[src/hw/acc_pkg.sv]
// Contract
// - Low result register holds result bits 7..0.
// - High result register holds result bits 11..8 low, channel code high.
// - Stored channel code is the selection in force for that conversion.
// - Timing/power control bit 7 powers converter up when set.
// - Reference select bit one picks outside reference, zero the bandgap.
// - Divider bits 5..4 codes 00,01,10,11 divide core clock by 8,4,16,32.
// - Acquire field codes 00..11 give 1..4 converter clocks of tracking.
// - Timer trigger enable starts a conversion on each timer overflow.
// - Pin trigger enable starts a conversion on convert pin rising edge.
// - Serial enable forwards each result to the serial interface directly.
// - Continuous bit runs back to back conversions until software clears it.
// - Single bit runs one conversion and self-clears when results update.
// - Read-only busy flag set during conversion or calibration.
// - Calibration source bit zero internal voltages, one external voltages.
// - Calibration kind bit zero offset, one gain calibration.
// - Track phase then hold phase; final approximation value latched as result.
// - Internal sequencer runs approximation steps and phase timing alone.
package acc_pkg;

	// ==========================================================
	// Register addresses
	localparam logic [7:0] ADDR_CHANNEL_MODE = 8'hD8;
	localparam logic [7:0] ADDR_RESULT_LOW   = 8'hD9;
	localparam logic [7:0] ADDR_RESULT_HIGH  = 8'hDA;
	localparam logic [7:0] ADDR_TIMING_POWER = 8'hEF;
	localparam logic [7:0] ADDR_CALIBRATION  = 8'hF5;

	// ==========================================================
	// Reset values
	localparam logic [7:0] RST_CHANNEL_MODE = 8'h00;
	localparam logic [7:0] RST_TIMING_POWER = 8'h00;
	localparam logic [7:0] RST_CALIBRATION  = 8'h00;
	localparam logic [7:0] RST_RESULT       = 8'h00;

	// ==========================================================
	// Timing and power control fields
	localparam int POWER_BIT     = 7;
	localparam int OUTSIDE_REFERENCE_SELECT_BIT   = 6;
	localparam int DIV_HI_BIT    = 5;
	localparam int DIV_LO_BIT    = 4;
	localparam int ACQ_HI_BIT    = 3;
	localparam int ACQ_LO_BIT    = 2;
	localparam int TIMER_TRG_BIT = 1;
	localparam int PIN_TRG_BIT   = 0;

	// ==========================================================
	// Channel and mode control fields
	localparam int DONE_BIT   = 7;
	localparam int SERIAL_BIT = 6;
	localparam int CONT_BIT   = 5;
	localparam int SINGLE_BIT = 4;

	// ==========================================================
	// Calibration control fields
	localparam int BUSY_BIT     = 7;
	localparam int CAL_SRC_BIT  = 2;
	localparam int CAL_KIND_BIT = 1;
	localparam int CAL_START_BIT = 0;

	// ==========================================================
	// Converter clock divide ratios, indexed by divider code
	localparam logic [5:0] DIV_RATIO_00 = 6'h08;
	localparam logic [5:0] DIV_RATIO_01 = 6'h04;
	localparam logic [5:0] DIV_RATIO_10 = 6'h10;
	localparam logic [5:0] DIV_RATIO_11 = 6'h20;

	// ==========================================================
	// Conversion timing in converter clocks
	localparam logic [3:0] CONV_CLOCKS = 4'hF;
	localparam logic [3:0] SAR_STEPS   = 4'hC;

	// ==========================================================
	// Sequencer states
	typedef enum logic [1:0] {
		ST_IDLE  = 2'b00,
		ST_TRACK = 2'b01,
		ST_HOLD  = 2'b10
	} acc_state_t;

endpackage : acc_pkg

[src/hw/acc_clock_divider.sv]
`timescale 1ns/100ps
// ==========================================================
// Converter clock tick generator
module acc_clock_divider
(
	input  wire logic       clk,
	input  wire logic       arst_n,
	input  wire logic       run,
	input  wire logic [1:0] divSel,
	output logic            tick
);

	logic [5:0] count_q;
	logic [5:0] count_d;
	logic       tick_q;
	logic       tick_d;
	logic [5:0] ratio;

	// Ratio lookup; codes are not monotonic, so a table is clearer than math.
	// divide ratios
	always_comb
	begin
		unique case (divSel)
			2'b00: ratio = acc_pkg::DIV_RATIO_00;
			2'b01: ratio = acc_pkg::DIV_RATIO_01;
			2'b10: ratio = acc_pkg::DIV_RATIO_10;
			2'b11: ratio = acc_pkg::DIV_RATIO_11;
		endcase
	end

	// The counter stops while powered down so the tick phase restarts cleanly.
	always_comb
	begin
		tick_d  = 1'b0;
		count_d = count_q;
		if (!run)
			count_d = 6'h00;
		else if (count_q >= ratio - 6'h01)
		begin
			count_d = 6'h00;
			tick_d  = 1'b1;
		end
		else
			count_d = count_q + 6'h01;
	end

	// Register stage.
	always_ff @(posedge clk or negedge arst_n)
	begin
		if (!arst_n)
		begin
			count_q <= 6'h00;
			tick_q  <= 1'b0;
		end
		else
		begin
			count_q <= count_d;
			tick_q  <= tick_d;
		end
	end

	assign tick = tick_q;

endmodule : acc_clock_divider

[src/hw/acc_conversion_control.sv]
`timescale 1ns/100ps
// ==========================================================
// Conversion control, sequencing and result registers
module acc_conversion_control
(
	input  wire logic        clk,
	input  wire logic        arst_n,
	input  wire logic [7:0]  sfrAddr,
	input  wire logic [7:0]  sfrWrData,
	input  wire logic        sfrWrite,
	input  wire logic        sfrRead,
	output logic      [7:0]  sfrRdData,
	input  wire logic        timerOverflow,
	input  wire logic        convert_start_pin_n,
	input  wire logic        irqVectorAck,
	input  wire logic        compHigh,
	output logic             powerUp,
	output logic             outside_reference_select,
	output logic             trackMode,
	output logic      [11:0] dacTrial,
	output logic      [3:0]  channelSel,
	output logic             calActive,
	output logic             calibration_source_select,
	output logic             calibration_kind_select,
	output logic      [11:0] calResult,
	output logic             conversion_done_flag,
	output logic      [15:0] serialWord,
	output logic             serialValid
);

	acc_pkg::acc_state_t state_q, state_d;
	logic [7:0]  ctrl1_q, ctrl1_d;
	logic [7:0]  ctrl2_q, ctrl2_d;
	logic [6:0]  ctrl3_q, ctrl3_d;
	logic [7:0]  resLow_q, resLow_d;
	logic [7:0]  resHigh_q, resHigh_d;
	logic [11:0] trial_q, trial_d;
	logic [11:0] mask_q, mask_d;
	logic [3:0]  step_q, step_d;
	logic [1:0]  acqCnt_q, acqCnt_d;
	logic [3:0]  chan_q, chan_d;
	logic        isCal_q, isCal_d;
	logic        pending_q, pending_d;
	logic        track_q, track_d;
	logic        busy_q, busy_d;
	logic [11:0] cal_q, cal_d;
	logic [15:0] serWord_q, serWord_d;
	logic        serValid_q, serValid_d;
	logic [7:0]  rd_q, rd_d;
	logic        pinS1_q, pinS2_q, pinS3_q, pinStable_q, pinStable_d;
	logic        pinRise;
	logic        tick;
	logic [11:0] kept;

	// Converter clock from the core clock, only while powered.
	acc_clock_divider u_div
	(
		.clk    (clk),
		.arst_n (arst_n),
		.run    (ctrl1_q[acc_pkg::POWER_BIT]),
		.divSel ({ctrl1_q[acc_pkg::DIV_HI_BIT], ctrl1_q[acc_pkg::DIV_LO_BIT]}),
		.tick   (tick)
	);

	// Pin filter: a level is accepted only when stages two and three agree.
	// pin edge
	always_comb
	begin
		pinStable_d = (pinS2_q == pinS3_q) ? pinS3_q : pinStable_q;
		pinRise     = (pinS2_q == pinS3_q) && pinS3_q && !pinStable_q;
	end

	// Approximation decision: keep the trial bit when the comparator says so.
	assign kept = compHigh ? trial_q : (trial_q & ~mask_q);

	// Main next-state logic: register writes first, hardware events after,
	// so hardware sets win over a same-cycle software clear.
	always_comb
	begin
		state_d    = state_q;
		ctrl1_d    = ctrl1_q;
		ctrl2_d    = ctrl2_q;
		ctrl3_d    = ctrl3_q;
		resLow_d   = resLow_q;
		resHigh_d  = resHigh_q;
		trial_d    = trial_q;
		mask_d     = mask_q;
		step_d     = step_q;
		acqCnt_d   = acqCnt_q;
		chan_d     = chan_q;
		isCal_d    = isCal_q;
		pending_d  = pending_q;
		track_d    = track_q;
		cal_d      = cal_q;
		serWord_d  = serWord_q;
		serValid_d = 1'b0;
		if (sfrWrite && sfrAddr == acc_pkg::ADDR_TIMING_POWER)
			ctrl1_d = sfrWrData;
		if (sfrWrite && sfrAddr == acc_pkg::ADDR_CHANNEL_MODE)
			ctrl2_d = sfrWrData;
		if (sfrWrite && sfrAddr == acc_pkg::ADDR_CALIBRATION)
			ctrl3_d = sfrWrData[6:0];
		if (irqVectorAck)
			ctrl2_d[acc_pkg::DONE_BIT] = 1'b0;
		if (timerOverflow && ctrl1_q[acc_pkg::TIMER_TRG_BIT])
			pending_d = 1'b1;
		if (pinRise && ctrl1_q[acc_pkg::PIN_TRG_BIT])
			pending_d = 1'b1;
		unique case (state_q)
			acc_pkg::ST_IDLE:
			begin
				if (tick && (ctrl3_q[acc_pkg::CAL_START_BIT]
					|| ctrl2_q[acc_pkg::SINGLE_BIT]
					|| ctrl2_q[acc_pkg::CONT_BIT] || pending_q))
				begin
					state_d   = acc_pkg::ST_TRACK;
					chan_d    = ctrl2_q[3:0];
					isCal_d   = ctrl3_q[acc_pkg::CAL_START_BIT];
					pending_d = 1'b0;
					acqCnt_d  = 2'b00;
					track_d   = 1'b1;
				end
			end
			acc_pkg::ST_TRACK:
			begin
				if (tick)
				begin
					if (acqCnt_q == {ctrl1_q[acc_pkg::ACQ_HI_BIT],
						ctrl1_q[acc_pkg::ACQ_LO_BIT]})
					begin
						state_d = acc_pkg::ST_HOLD;
						track_d = 1'b0;
						step_d  = 4'h0;
						trial_d = 12'h800;
						mask_d  = 12'h800;
					end
					else
						acqCnt_d = acqCnt_q + 2'b01;
				end
			end
			acc_pkg::ST_HOLD:
			begin
				if (tick)
				begin
					step_d = step_q + 4'h1;
					if (step_q < acc_pkg::SAR_STEPS)
					begin
						mask_d  = mask_q >> 1;
						trial_d = kept | (mask_q >> 1);
					end
					if (step_q == acc_pkg::CONV_CLOCKS - 4'h1)
					begin
						state_d = acc_pkg::ST_IDLE;
						if (isCal_q)
						begin
							cal_d = trial_q;
							ctrl3_d[acc_pkg::CAL_START_BIT] = 1'b0;
						end
						else
						begin
							resLow_d  = trial_q[7:0];
							resHigh_d = {chan_q, trial_q[11:8]};
							ctrl2_d[acc_pkg::DONE_BIT]   = 1'b1;
							ctrl2_d[acc_pkg::SINGLE_BIT] = 1'b0;
							if (ctrl2_q[acc_pkg::SERIAL_BIT])
							begin
								serWord_d  = {chan_q, trial_q};
								serValid_d = 1'b1;
							end
						end
					end
				end
			end
			default:
				state_d = acc_pkg::ST_IDLE;
		endcase
		if (!ctrl1_d[acc_pkg::POWER_BIT])
		begin
			state_d = acc_pkg::ST_IDLE;
			track_d = 1'b0;
		end
		busy_d = (state_d != acc_pkg::ST_IDLE);
	end

	// Registered read data; unmapped addresses read zero.
	always_comb
	begin
		rd_d = rd_q;
		if (sfrRead)
		begin
			unique case (sfrAddr)
				acc_pkg::ADDR_TIMING_POWER: rd_d = ctrl1_q;
				acc_pkg::ADDR_CHANNEL_MODE: rd_d = ctrl2_q;
				acc_pkg::ADDR_CALIBRATION:  rd_d = {busy_q, ctrl3_q};
				acc_pkg::ADDR_RESULT_LOW:   rd_d = resLow_q;
				acc_pkg::ADDR_RESULT_HIGH:  rd_d = resHigh_q;
				default:                    rd_d = 8'h00;
			endcase
		end
	end

	// Register stage for all state.
	always_ff @(posedge clk or negedge arst_n)
	begin
		if (!arst_n)
		begin
			state_q     <= acc_pkg::ST_IDLE;
			ctrl1_q     <= acc_pkg::RST_TIMING_POWER;
			ctrl2_q     <= acc_pkg::RST_CHANNEL_MODE;
			ctrl3_q     <= acc_pkg::RST_CALIBRATION[6:0];
			resLow_q    <= acc_pkg::RST_RESULT;
			resHigh_q   <= acc_pkg::RST_RESULT;
			trial_q     <= 12'h000;
			mask_q      <= 12'h000;
			step_q      <= 4'h0;
			acqCnt_q    <= 2'b00;
			chan_q      <= 4'h0;
			isCal_q     <= 1'b0;
			pending_q   <= 1'b0;
			track_q     <= 1'b0;
			busy_q      <= 1'b0;
			cal_q       <= 12'h000;
			serWord_q   <= 16'h0000;
			serValid_q  <= 1'b0;
			rd_q        <= 8'h00;
			pinS1_q     <= 1'b1;
			pinS2_q     <= 1'b1;
			pinS3_q     <= 1'b1;
			pinStable_q <= 1'b1;
		end
		else
		begin
			state_q     <= state_d;
			ctrl1_q     <= ctrl1_d;
			ctrl2_q     <= ctrl2_d;
			ctrl3_q     <= ctrl3_d;
			resLow_q    <= resLow_d;
			resHigh_q   <= resHigh_d;
			trial_q     <= trial_d;
			mask_q      <= mask_d;
			step_q      <= step_d;
			acqCnt_q    <= acqCnt_d;
			chan_q      <= chan_d;
			isCal_q     <= isCal_d;
			pending_q   <= pending_d;
			track_q     <= track_d;
			busy_q      <= busy_d;
			cal_q       <= cal_d;
			serWord_q   <= serWord_d;
			serValid_q  <= serValid_d;
			rd_q        <= rd_d;
			pinS1_q     <= convert_start_pin_n;
			pinS2_q     <= pinS1_q;
			pinS3_q     <= pinS2_q;
			pinStable_q <= pinStable_d;
		end
	end

	// Outputs straight from flip-flops.
	// reference select
	assign outside_reference_select  = ctrl1_q[acc_pkg::OUTSIDE_REFERENCE_SELECT_BIT];
	assign powerUp                   = ctrl1_q[acc_pkg::POWER_BIT];
	assign trackMode                 = track_q;
	assign dacTrial                  = trial_q;
	assign channelSel                = chan_q;
	assign calActive                 = isCal_q;
	assign calibration_source_select = ctrl3_q[acc_pkg::CAL_SRC_BIT];
	assign calibration_kind_select   = ctrl3_q[acc_pkg::CAL_KIND_BIT];
	assign calResult                 = cal_q;
	assign conversion_done_flag      = ctrl2_q[acc_pkg::DONE_BIT];
	assign serialWord                = serWord_q;
	assign serialValid               = serValid_q;
	assign sfrRdData                 = rd_q;

endmodule : acc_conversion_control

[config.mk]
export PLATFORM = sky130hd
export DESIGN_NAME = acc_conversion_control
export DESIGN_NICKNAME = d
export VERILOG_FILES = /design/src/hw/acc_pkg.sv /design/src/hw/acc_clock_divider.sv /design/src/hw/acc_conversion_control.sv
export SDC_FILE = /design/constraint.sdc
export NUM_CORES = 1
export LEC_CHECK = 0
export BUFFER_PORTS_ARGS = -buffer_cell sky130_fd_sc_hd__buf_2
export CORE_AREA = 2 2 121 123
export CTS_CLUSTER_DIAMETER = 80
export DETAILED_ROUTE_END_ITERATION = 10
export DIE_AREA = 0 0 123 125
export PLACE_DENSITY = 0.61
export SLEW_MARGIN = 20
export SYNTH_ARGS = -nofsm -noshare
export SYNTH_HDL_FRONTEND = slang
export SYNTH_SLANG_ARGS = --single-unit
[constraint.sdc]
create_clock -name clk -period 3.06 [get_ports clk]
set_clock_uncertainty 0.05 [all_clocks]
set_input_delay 0.459 -clock clk [delete_from_list [all_inputs] [get_ports clk]]
set_output_delay 0.459 -clock clk [all_outputs]
set_load 0.005 [all_outputs]
Yosys cells after proc, flatten, opt, wreduce, memory -nomap -nowiden. Index checks and enable logic that the tools add are counted.

Reduce and logical (&&, ||, !) cells: 25. Muxes and demuxes: 60. $add $sub $neg: 4. Bitwise gates (word level): 4. Equality and inequality tests: 23. Magnitude comparators: 2.

Operator list (number): $mux 12 (7); $pmux 12 s2 (2); $eq 8x8->1 const B (5); $pmux 8 s5 (1); $mux 1 (29); $pmux 6 s4 (1); $reduce_and 4->1 (5); $mux 2 (9); $mux 8 (2); $and 12x12->12 (1); $mux 4 (3); $mux 6 (2); $not 12->12 (1); $or 12x11->12 (1); $reduce_and 5->1 (2); $logic_and 1x1->1 (8); $ne 2x2->1 const B (4); $pmux 4 s2 (1); $add 6x1->6 const B (1); $eq 2x2->1 const B (3); $ge 6x6->1 (1); $ne 3x3->1 const B (2); $pmux 2 s3 (1); $reduce_bool 2->1 (3); other kinds (18) (23).

Register bits after elaboration: 127. Output and inout bits: 60. Bits of input ports: 24. Word-level logic and storage cells: 146.

Logic depth before layout (Yosys ltp). Gate-level depths: netlist (run 1).

Word-level depth: 8. Depth in mapped cells: 8. Depth with buffers taken out: 6.

Cells and area by module. A second synthesis (run 1) with hierarchy kept.

Cells, all modules: 413. Area total of the unflattened synthesis: 5507.8 um^2.

Modules (own cells, without submodules): acc_conversion_control (sequential area each 3007.9 um^2, area an instance 5126.2 um^2, instances 1, cells an instance 376); acc_clock_divider (sequential area each 175.2 um^2, area an instance 381.6 um^2, instances 1, cells an instance 37).

Least setup slack after synthesis (run 1). No wires, ideal clock.

Kind: reg2reg. Start: register step_q[0]. End: register serWord_q[10], in the netlist serialWord[10]. Required time: 2885 ps. Period minus slack after synthesis: 2025 ps. Slack: 1035 ps. Buffers on the path: 2. Library setup time: 125 ps. Data arrival time: 1849 ps. Stages on the path, launching flop included: 9. Cell sequence: dfrtp_1 inv_1 ha_1 nand4_2 nor3_4 and2_1 buf_6 buf_12 mux2_4.

Word-level cells in the longest chain between the ends: 2.

Ends and longest elaborated chain: from (decl) (RTL line acc_conversion_control.sv:39) `logic [3:0] step_q, step_d;`; from (signal assigned) (RTL line acc_conversion_control.sv:241) `step_q <= step_d;`; $eq 4x4->1 (RTL line acc_conversion_control.sv:151) `if (step_q == acc_pkg::CONV_CLOCKS - 4'h1)`; $reduce_and 5->1 (no source line); to (signal assigned) (RTL line acc_conversion_control.sv:249) `serWord_q <= serWord_d;`; to (decl) (RTL line acc_conversion_control.sv:47) `logic [15:0] serWord_q, serWord_d;`.

No other way between the ends. A chain may end at the register's enable or synchronous reset.

Final worst setup path (run 1).
Start: register state_q[0]. End: register serWord_q[4], in the netlist serialWord[4].

Word-level cells in the longest chain between the ends: 2.

Ends and longest elaborated chain: from (decl) (RTL line acc_conversion_control.sv:31) `acc_pkg::acc_state_t state_q, state_d;`; from (signal assigned) (RTL line acc_conversion_control.sv:207) `state_q <= acc_pkg::ST_IDLE;`; from (signal assigned) (RTL line acc_conversion_control.sv:233) `state_q <= state_d;`; $eq 2x2->1 (RTL line acc_conversion_control.sv:109) `unique case (state_q)`; $reduce_and 5->1 (no source line).

No other way between the ends.

==> results of run 1 <==
[flip-flops by register name (all words and copies together) (netlist names), 6 cells and up]
| signal | flops |
|---|---|
| ctrl1_q | 8 |
| dacTrial | 12 |
| calResult | 12 |
| ctrl3_q | 7 |
| ctrl2_q | 8 |
| mask_q | 12 |
| serialWord | 16 |
| resLow_q | 8 |
| u_div.count_q | 6 |
| sfrRdData | 8 |
| resHigh_q | 8 |
[power by group]
group	internal [mW]	switching (mW)	leakage [nW]
Sequential	1.71	0.0199	1.69
Clock	1.46	0.704	0.303
Combinational	0.0505	0.0828	1.45
Total	3.22	0.807	3.44
[logic make-up after synthesis]
| logic type | Yosys count |
|---|---|
| adders and majority gates | 8 |
| muxes | 80 |
| xor gates and xnor gates | 8 |
| DFF | 127 |
| buffers and inverters | 24 |
| and+or+nand+nor | 103 |
| AOI/OAI and AO/OA | 82 |
| other | 1 |
[per-layer routing]
metal  up-vias  track usage, %
met5         -               0
met4         2           8.422
met3        24           4.380
met2        74           25.87
met1      1904           21.82
li1       1740               -
[synth_stat cells (3+ instances only)]
cell type	instances	area, µm²
a21o_1	10	75.07
a21oi_1	16	80.08
a22oi_1	8	60.06
a2bb2oi_1	8	70.07
and2_1	4	25.02
and3b_1	3	26.28
buf_2	3	15.01
clkbuf_1	8	30.03
dfrtp_1	123	3078
dfstp_2	4	105.1
ha_1	8	100.1
inv_1	8	30.03
mux2_2	59	664.4
mux2_4	9	135.1
mux2i_1	12	120.1
nand2_1	57	214.0
nand3_1	8	40.04
nor2_1	13	48.80
nor2b_1	3	18.77
o21ai_0	20	100.1
o32ai_1	8	70.07
xnor2_1	5	43.79
xor2_1	3	26.28
[worst max-delay path by stage]
stage                               start  slack [ns]  cells after the start                          to
floorplan           step_q[0]$_DFFE_PN0P_        1.04                      8  serialWord[10]$_DFFE_PN0P_
global placement               sfrAddr[1]        0.76                      5        state_q[0]$_DFF_PN0_
detailed placement             sfrAddr[1]        0.67                      5        state_q[1]$_DFF_PN0_
CTS                  state_q[0]$_DFF_PN0_        0.85                      4    calResult[2]$_DFFE_PN0P_
global route         state_q[0]$_DFF_PN0_        0.72                      4    calResult[1]$_DFFE_PN0P_
finish               state_q[0]$_DFF_PN0_        0.94                      5   serialWord[4]$_DFFE_PN0P_
[per-stage QoR]
| step | area, µm² | total power [mW] | std cells | hold WS [ns] | setup slack, ns |
|---|---|---|---|---|---|
| after floorplan | 5478 | 1.813 | 433 | 0.1134 | 1.035 |
| after global placement | 6080 | 1.890 | 689 | 0.2966 | 0.7553 |
| after detailed placement | 6080 | 1.894 | 689 | 0.3001 | 0.6663 |
| after CTS | 6718 | 4.069 | 721 | 0.04801 | 0.8549 |
| after global routing | 6718 | 4.172 | 721 | 0.07079 | 0.7151 |
| final | 6718 | 4.027 | 721 | 0.03017 | 0.9446 |
[critical path, delay by kind of cell, from the launching register on]
| family | cells | cell delay [ns] |
|---|---|---|
| flops | 1 | 0.45 |
| mux | 1 | 0.38 |
| simple gates | 3 | 0.83 |
| buf+inv | 1 | 0.29 |
[area by class of cell]
class                   count  area, µm²  share of cell area (%)
repair buffers             88      467.9                   6.966
flip-flops and latches    127       3183                   47.38
well taps                 184      230.2                   3.427
clock buffers              21      450.4                   6.705
multi-input cells         282       2168                   32.28
inverters                   8      30.03                  0.4470
clock inverters            11      187.7                   2.794
==> results by group, run 1 <==
Die
  – Die Wd: 123 µm
  – Core ar.: 0.01420 mm²
  – Rows: 44
  – Initial core utilization: between 30% and 40%
  – Die area: roughly 0.015 mm²
  – Die Span Y: 125 µm
  – I/O Pins: 84

Logic synthesis
  – Main combinational cell family by area after synthesis: multiplexers
  – Register area share after synthesis: 58.11%
  – Multiplexer area fraction after synthesis: 16.79%
  – Xor/xnor share of the synthesized area: 1.279%
  – Post-Synth Adder-Cell Area: 1.827%
  – Main flop type after synthesis: dfrtp_1
  – Post-Syn Instances: around 430
  – Distinct cells, synth: 49
  – #FFs+latches synth: 127
  – Yosys warnings: 0
  – Simple-gate area share of the yosys netlist: a little under a tenth
  – Syn nets: 465
  – Synth async-reset ratio: between 90% and 100%
  – Synth Area in Compound Gates: 10.07%
  – EDFF count, synth: 0
  – Syn_area_per_cell: 12.65 µm²
  – Post-Syn Area: 0.005478 mm²

Critical path
  – Req. time, crit path: 3.30 ns
  – Crit path max-delay cell type: dfrtp_1
  – FF-to-FF path depth: 5
  – Critical Path End Type: flip-flop
  – CP max stage delay: 0.45 ns
  – Worst Path Max Fanout: 17
  – Reg2reg end: serialWord[4]$_DFFE_PN0P_
  – Critical path, cell by cell: nand2b_1 > nor3_4 > and2_1 > buf_4 > mux2_2
  – Flop2flop setup slack: approximately 0.94 ns
  – Startpoint type of the worst setup path: flip-flop
  – Worst path arrival time: around 2.4 ns
  – RR Startpoint: state_q[0]$_DFF_PN0_
  – Crit Path Class: flip-flop to flip-flop

Placed design
  – Hpwl dp: roughly 8600 µm
  – Placer Congestion: ~0.82
  – Port Buffers: 83

Global routing
  – Initial antenna violation count: 1
  – Total global routing overflow: 0
  – First-pass GRT wire length: 19700 µm
  – GRT Total Usage: 16.79%
  – Pin count of the biggest net entering global routing: 57
  – Vias in the first global route: 3799

Layout
  – Layout cells sized above 1: ~36%
  – Final #Nets: 556
  – N_diodes: 0
  – Syn-to-layout area delta: 22.64%
  – Commonest non-fill, non-tap cell in the layout: dfrtp_1
  – Finished Core Util: 47.30%
  – Fill cells: 1283
  – Commonest cells after routing, fill and taps aside: dfrtp_1, buf_2, mux2_2, nand2_1, o21ai_0

Drt
  – WL met3: 459 µm
  – Final WL: approximately 12000 µm
  – DRT iter0 DRCs: ~200
  – WL met1: 5336 µm
  – DR vias: 3744
  – ANT nets after route: 0
  – DRC: 0
  – 1st-pass router iterations: 5
  – Mean routed wirelength per cell: approximately 17 µm
  – Highest routed layer: met5
  – Vias per cell: 5.193
  – WL met2: between 5000 and 6000 µm

Clock network
  – CTS tree: built
  – Clk root buf: clkbuf_16
  – Post-CTS Hold Buffers: 0
  – CTS resizes: 0
  – Clock Tree Buf Depth: 2
  – Clk_lat worst skew: 0.41 ns
  – Clock transition at path regs: 0.05 ns
  – Setup Buffers After CTS: 0
  – H-tree depth: 4
  – CTS Buf Count: 17
  – Clk sinks: roughly 130

Power
  – VDD IR max: 0.3902 mV
  – Pwr/cell area: 599.5 mW/mm²
  – Leakage Power: 3.438 nW

STA
  – RSZ-0062 raised after global routing: false
  – Tightest Pin Transition: 0.8703 ns
  – Setup tns final: 0 ns
  – Post-layout min period: 2.115 ns
  – Rel. slew slack: about two fifths
  – Final period utilization: 69.13%
  – Max Fclk: 472.7 MHz
  – Slew Viols, Final: 0
  – Final setup viols: 0
  – Final hold violation count: 0

Min path
  – HP Class: primary input to asynchronous set/reset pin

Run status
  – Outcome: finished clean

Flow run
  – Maxcap violations: 0
Power figures use the tool's default switching activity.
==> inputs of run 2 (changes only) <==
==> constraint.sdc (replaced) <==
create_clock -name clk -period 2.1 [get_ports clk]
set_clock_uncertainty 0.05 [all_clocks]
set_input_delay 0.315 -clock clk [delete_from_list [all_inputs] [get_ports clk]]
set_output_delay 0.315 -clock clk [all_outputs]
set_load 0.005 [all_outputs]
==> run 2 against run 1 <==
  * Non-clock buffer count up 13
  * Worst hold slack better by 0.012 ns
  * Wire length up 3.9%
  * Register-to-register slack worse by 0.75 ns
  * First-iteration DRC count up 27%
  * Die area unchanged
  * Global-route usage up 0.71 points
  * Maximum frequency up 11%
  * Utilization up 0.41 points
  * Cell count up 1.8%
  * Setup slack worse by 0.75 ns
  * Critical path type unchanged
  * Largest power group unchanged
  * Highest routed layer is now met4
==> results by group, run 2 (synthesis results as in run 1) <==
Global routing
  – M2 GR Usage: 27.07% (was 25.87%)
  – Total global routing overflow: 0 (unchanged)
  – Initial antenna violation count: 0 (was 1)
  – M3 GR Usage: 4.197% (was 4.380%)
  – Pin count of the biggest net entering global routing: 41 (was 57)
  – GRT Total Usage: 17.50% (was 16.79%)
  – Layer with the highest usage: met2 (unchanged)
  – GRT met1 Usage: 22.97% (was 21.82%)
  – First-pass GRT wire length: 20330 µm (was 19700 µm)
  – Vias in the first global route: 3780 (was 3799)

Clock network
  – H-tree depth: 4 (unchanged)
  – Clk sinks: 127 (unchanged)
  – Clock Tree Buf Depth: 2 (unchanged)
  – Clk root buf: clkbuf_16 (unchanged)
  – Clk_lat worst skew: 0.42 ns (was 0.41 ns)
  – Clock transition at path regs: 0.05 ns (about the same)
  – CTS Buf Count: 17 (unchanged)
  – CTS tree: built (unchanged)

Critical path
  – Reg2reg end: serialWord[0]$_DFFE_PN0P_ (was serialWord[4]$_DFFE_PN0P_)
  – RR Startpoint: step_q[0]$_DFFE_PN0P_ (was state_q[0]$_DFF_PN0_)
  – CP Launch Point: step_q[0]$_DFFE_PN0P_ (was state_q[0]$_DFF_PN0_)
  – Critical path, cell by cell: inv_1 > ha_1 > nand4_2 > nor3_4 > and2_1 > buf_12 > mux2_2 (was nand2b_1 > nor3_4 > and2_1 > buf_4 > mux2_2)
  – Crit path max-delay cell type: dfrtp_1 (unchanged)
  – Crit Path Class: flip-flop to flip-flop (unchanged)
  – Flop2flop setup slack: 0.20 ns (was 0.94 ns)
  – CP max stage delay: 0.42 ns (was 0.45 ns)
  – Startpoint type of the worst setup path: flip-flop (unchanged)
  – Capture point of the critical path: serialWord[0]$_DFFE_PN0P_ (was serialWord[4]$_DFFE_PN0P_)
  – Req. time, crit path: 2.35 ns (was 3.30 ns)
  – Worst Path Max Fanout: 17 (unchanged)
  – FF-to-FF path depth: 7 (was 5)
  – Worst path arrival time: 2.15 ns (was 2.36 ns)
  – Critical Path End Type: flip-flop (unchanged)

Power
  – Leakage Power: 3.476 nW (was 3.438 nW)
  – Switching part of the total: 21.17% (was 20.03%)
  – Reg power frac: 44.9% (was 42.9%)
  – VDD IR max: 0.6487 mV (was 0.3902 mV)
  – Combinational share of power: 3.7% (was 3.3%)
  – Design Power: 5.616 mW (was 4.027 mW)
  – Pwr/cell area: 828.8 mW/mm² (was 599.5 mW/mm²)
  – Internal power: 4.427 mW (was 3.220 mW)
  – Sw power: 1.189 mW (was 0.8067 mW)
  – Clk pwr share: 51.5% (was 53.8%)

Layout
  – Final #Nets: 569 (was 556)
  – Commonest non-fill, non-tap cell in the layout: dfrtp_1 (unchanged)
  – N_diodes: 0 (unchanged)
  – Max reg flops: 16 (unchanged)
  – Syn-to-layout area delta: 23.71% (was 22.64%)
  – Final Non-Filler Cells: 734 (was 721)
  – Fill cells: 1272 (was 1283)
  – Post-Layout Inst Area: 0.006777 mm² (was 0.006718 mm²)
  – Layout cells sized above 1: 37.27% (was 36.31%)
  – Commonest cells after routing, fill and taps aside: dfrtp_1, buf_2, mux2_2, nand2_1, o21ai_0 (unchanged)

Drt
  – ANT nets after route: 0 (unchanged)
  – Final WL: 12550 µm (was 12080 µm)
  – 1st-pass router iterations: 4 (was 5)
  – DRC: 0 (unchanged)
  – DRT iter0 DRCs: 251 (was 197)
  – Vias per cell: 5.095 (was 5.193)
  – DR vias: 3740 (was 3744)
  – Mean routed wirelength per cell: 17.09 µm (was 16.76 µm)

STA
  – Final hold violation count: 0 (unchanged)
  – Setup tns final: 0 ns (unchanged)
  – RSZ-0062 raised after global routing: false (unchanged)
  – Max Fclk: 525.4 MHz (was 472.7 MHz)
  – Rel. slew slack: 63.23% (was 41.98%)
  – Tightest Pin Transition: 0.5516 ns (was 0.8703 ns)
  – Slew Viols, Final: 0 (unchanged)
  – Post-layout min period: 1.903 ns (was 2.115 ns)
  – Final setup viols: 0 (unchanged)
  – Final period utilization: 90.63% (was 69.13%)

Die
  – Die Span Y: 125 µm (unchanged)
  – I/O Pins: 84 (unchanged)
  – Rows: 44 (unchanged)
  – Die Wd: 123 µm (unchanged)
  – Die area: 0.01538 mm² (unchanged)
  – Initial core utilization: 38.57% (unchanged)
  – Core ar.: 0.01420 mm² (unchanged)

Placed design
  – Placer Congestion: 0.8028 (was 0.8219)
  – Hpwl dp: 8895 µm (was 8639 µm)
  – Placed Instance Area: 0.006175 mm² (was 0.006080 mm²)
  – Port Buffers: 83 (unchanged)
  – Placed insts: 700 (was 689)

Flow run
  – Maxcap violations: 0 (unchanged)

Min path
  – HP Class: primary input to flip-flop (was primary input to asynchronous set/reset pin)

Run status
  – Outcome: finished clean (unchanged)
-- run 2: changes by cell type in the layout (fill, tap and decap cells not counted) --
cell and delta:
buf_12 +1, buf_4 +10, bufinv_16 -2, clkbuf_1 +1
clkbuf_8 -1, clkinv_2 +1, clkinv_4 +1, dlygate4sd3_1 +2
-- run 2: area by class of cell --
type                            count  area [µm²]  area share [%]
Clock buffer                       21       440.4           6.499
Timing Repair Buffer              101       583.1           8.604
Clock inverter                     11       141.4           2.086
Sequential cell                   127        3183           46.97
Inverter                            8       30.03          0.4431
Multi-Input combinational cell    282        2168           32.00
Tap cell                          184       230.2           3.397
-- run 2: power groups by stage --
stage               clock network, mW  logic (mW)  registers [mW]
finish                           2.89       0.205            2.52
global route                     3.07       0.232            2.52
CTS                              2.96       0.211            2.52
detailed placement                  0       0.208            2.56
global placement                    0       0.204            2.56
floorplan                           0      0.0907            2.55
-- run 2: routing by layer --
| layer | up-vias | wire length [µm] |
|---|---|---|
| met5 | - | 0 |
| met4 | 0 | 313 |
| met3 | 19 | 389 |
| met2 | 63 | 6172 |
| met1 | 1893 | 5672 |
| li1 | 1765 | - |
-- run 2: worst max-delay path: cells and delay by family (launching register included) --
kind	cells	cell delay [ns]
fa+ha+maj	1	0.15
flops	1	0.42
simple gates	3	0.56
mux	1	0.35
buf+inv	2	0.25
-- run 2: worst min path at each step --
stage                       startpoint                        to  slack, ns  depth (start not counted)
after floorplan                 arst_n   acqCnt_q[0]$_DFFE_PN0P_      -0.03                          0
after global placement          arst_n  sfrRdData[1]$_DFFE_PN0P_       0.28                          1
after detailed placement        arst_n  sfrRdData[0]$_DFFE_PN0P_       0.30                          1
after CTS                 irqVectorAck      ctrl2_q[7]$_DFF_PN0_       0.02                          2
after global routing      irqVectorAck      ctrl2_q[7]$_DFF_PN0_       0.03                          2
final                     irqVectorAck      ctrl2_q[7]$_DFF_PN0_       0.04                          2
-- run 2: timing repair --
action                                 CTS  global route
buffers inserted                         0             0
hold buffers                             2             0
endpoints found under the hold margin   37             0
gates resized for setup                  0             0
-- run 2: through the flow --
step	utilization (%)	setup WS, ns	hold slack, ns
2_1_floorplan	-	0.07539	-0.03059
3_3_place_gp	43.47	0.2436	0.2808
3_5_place_dp	43.47	0.2011	0.2969
4_1_cts	47.71	0.1874	0.02293
5_1_grt	47.71	0.08186	0.03192
6_report	47.71	0.1969	0.04265
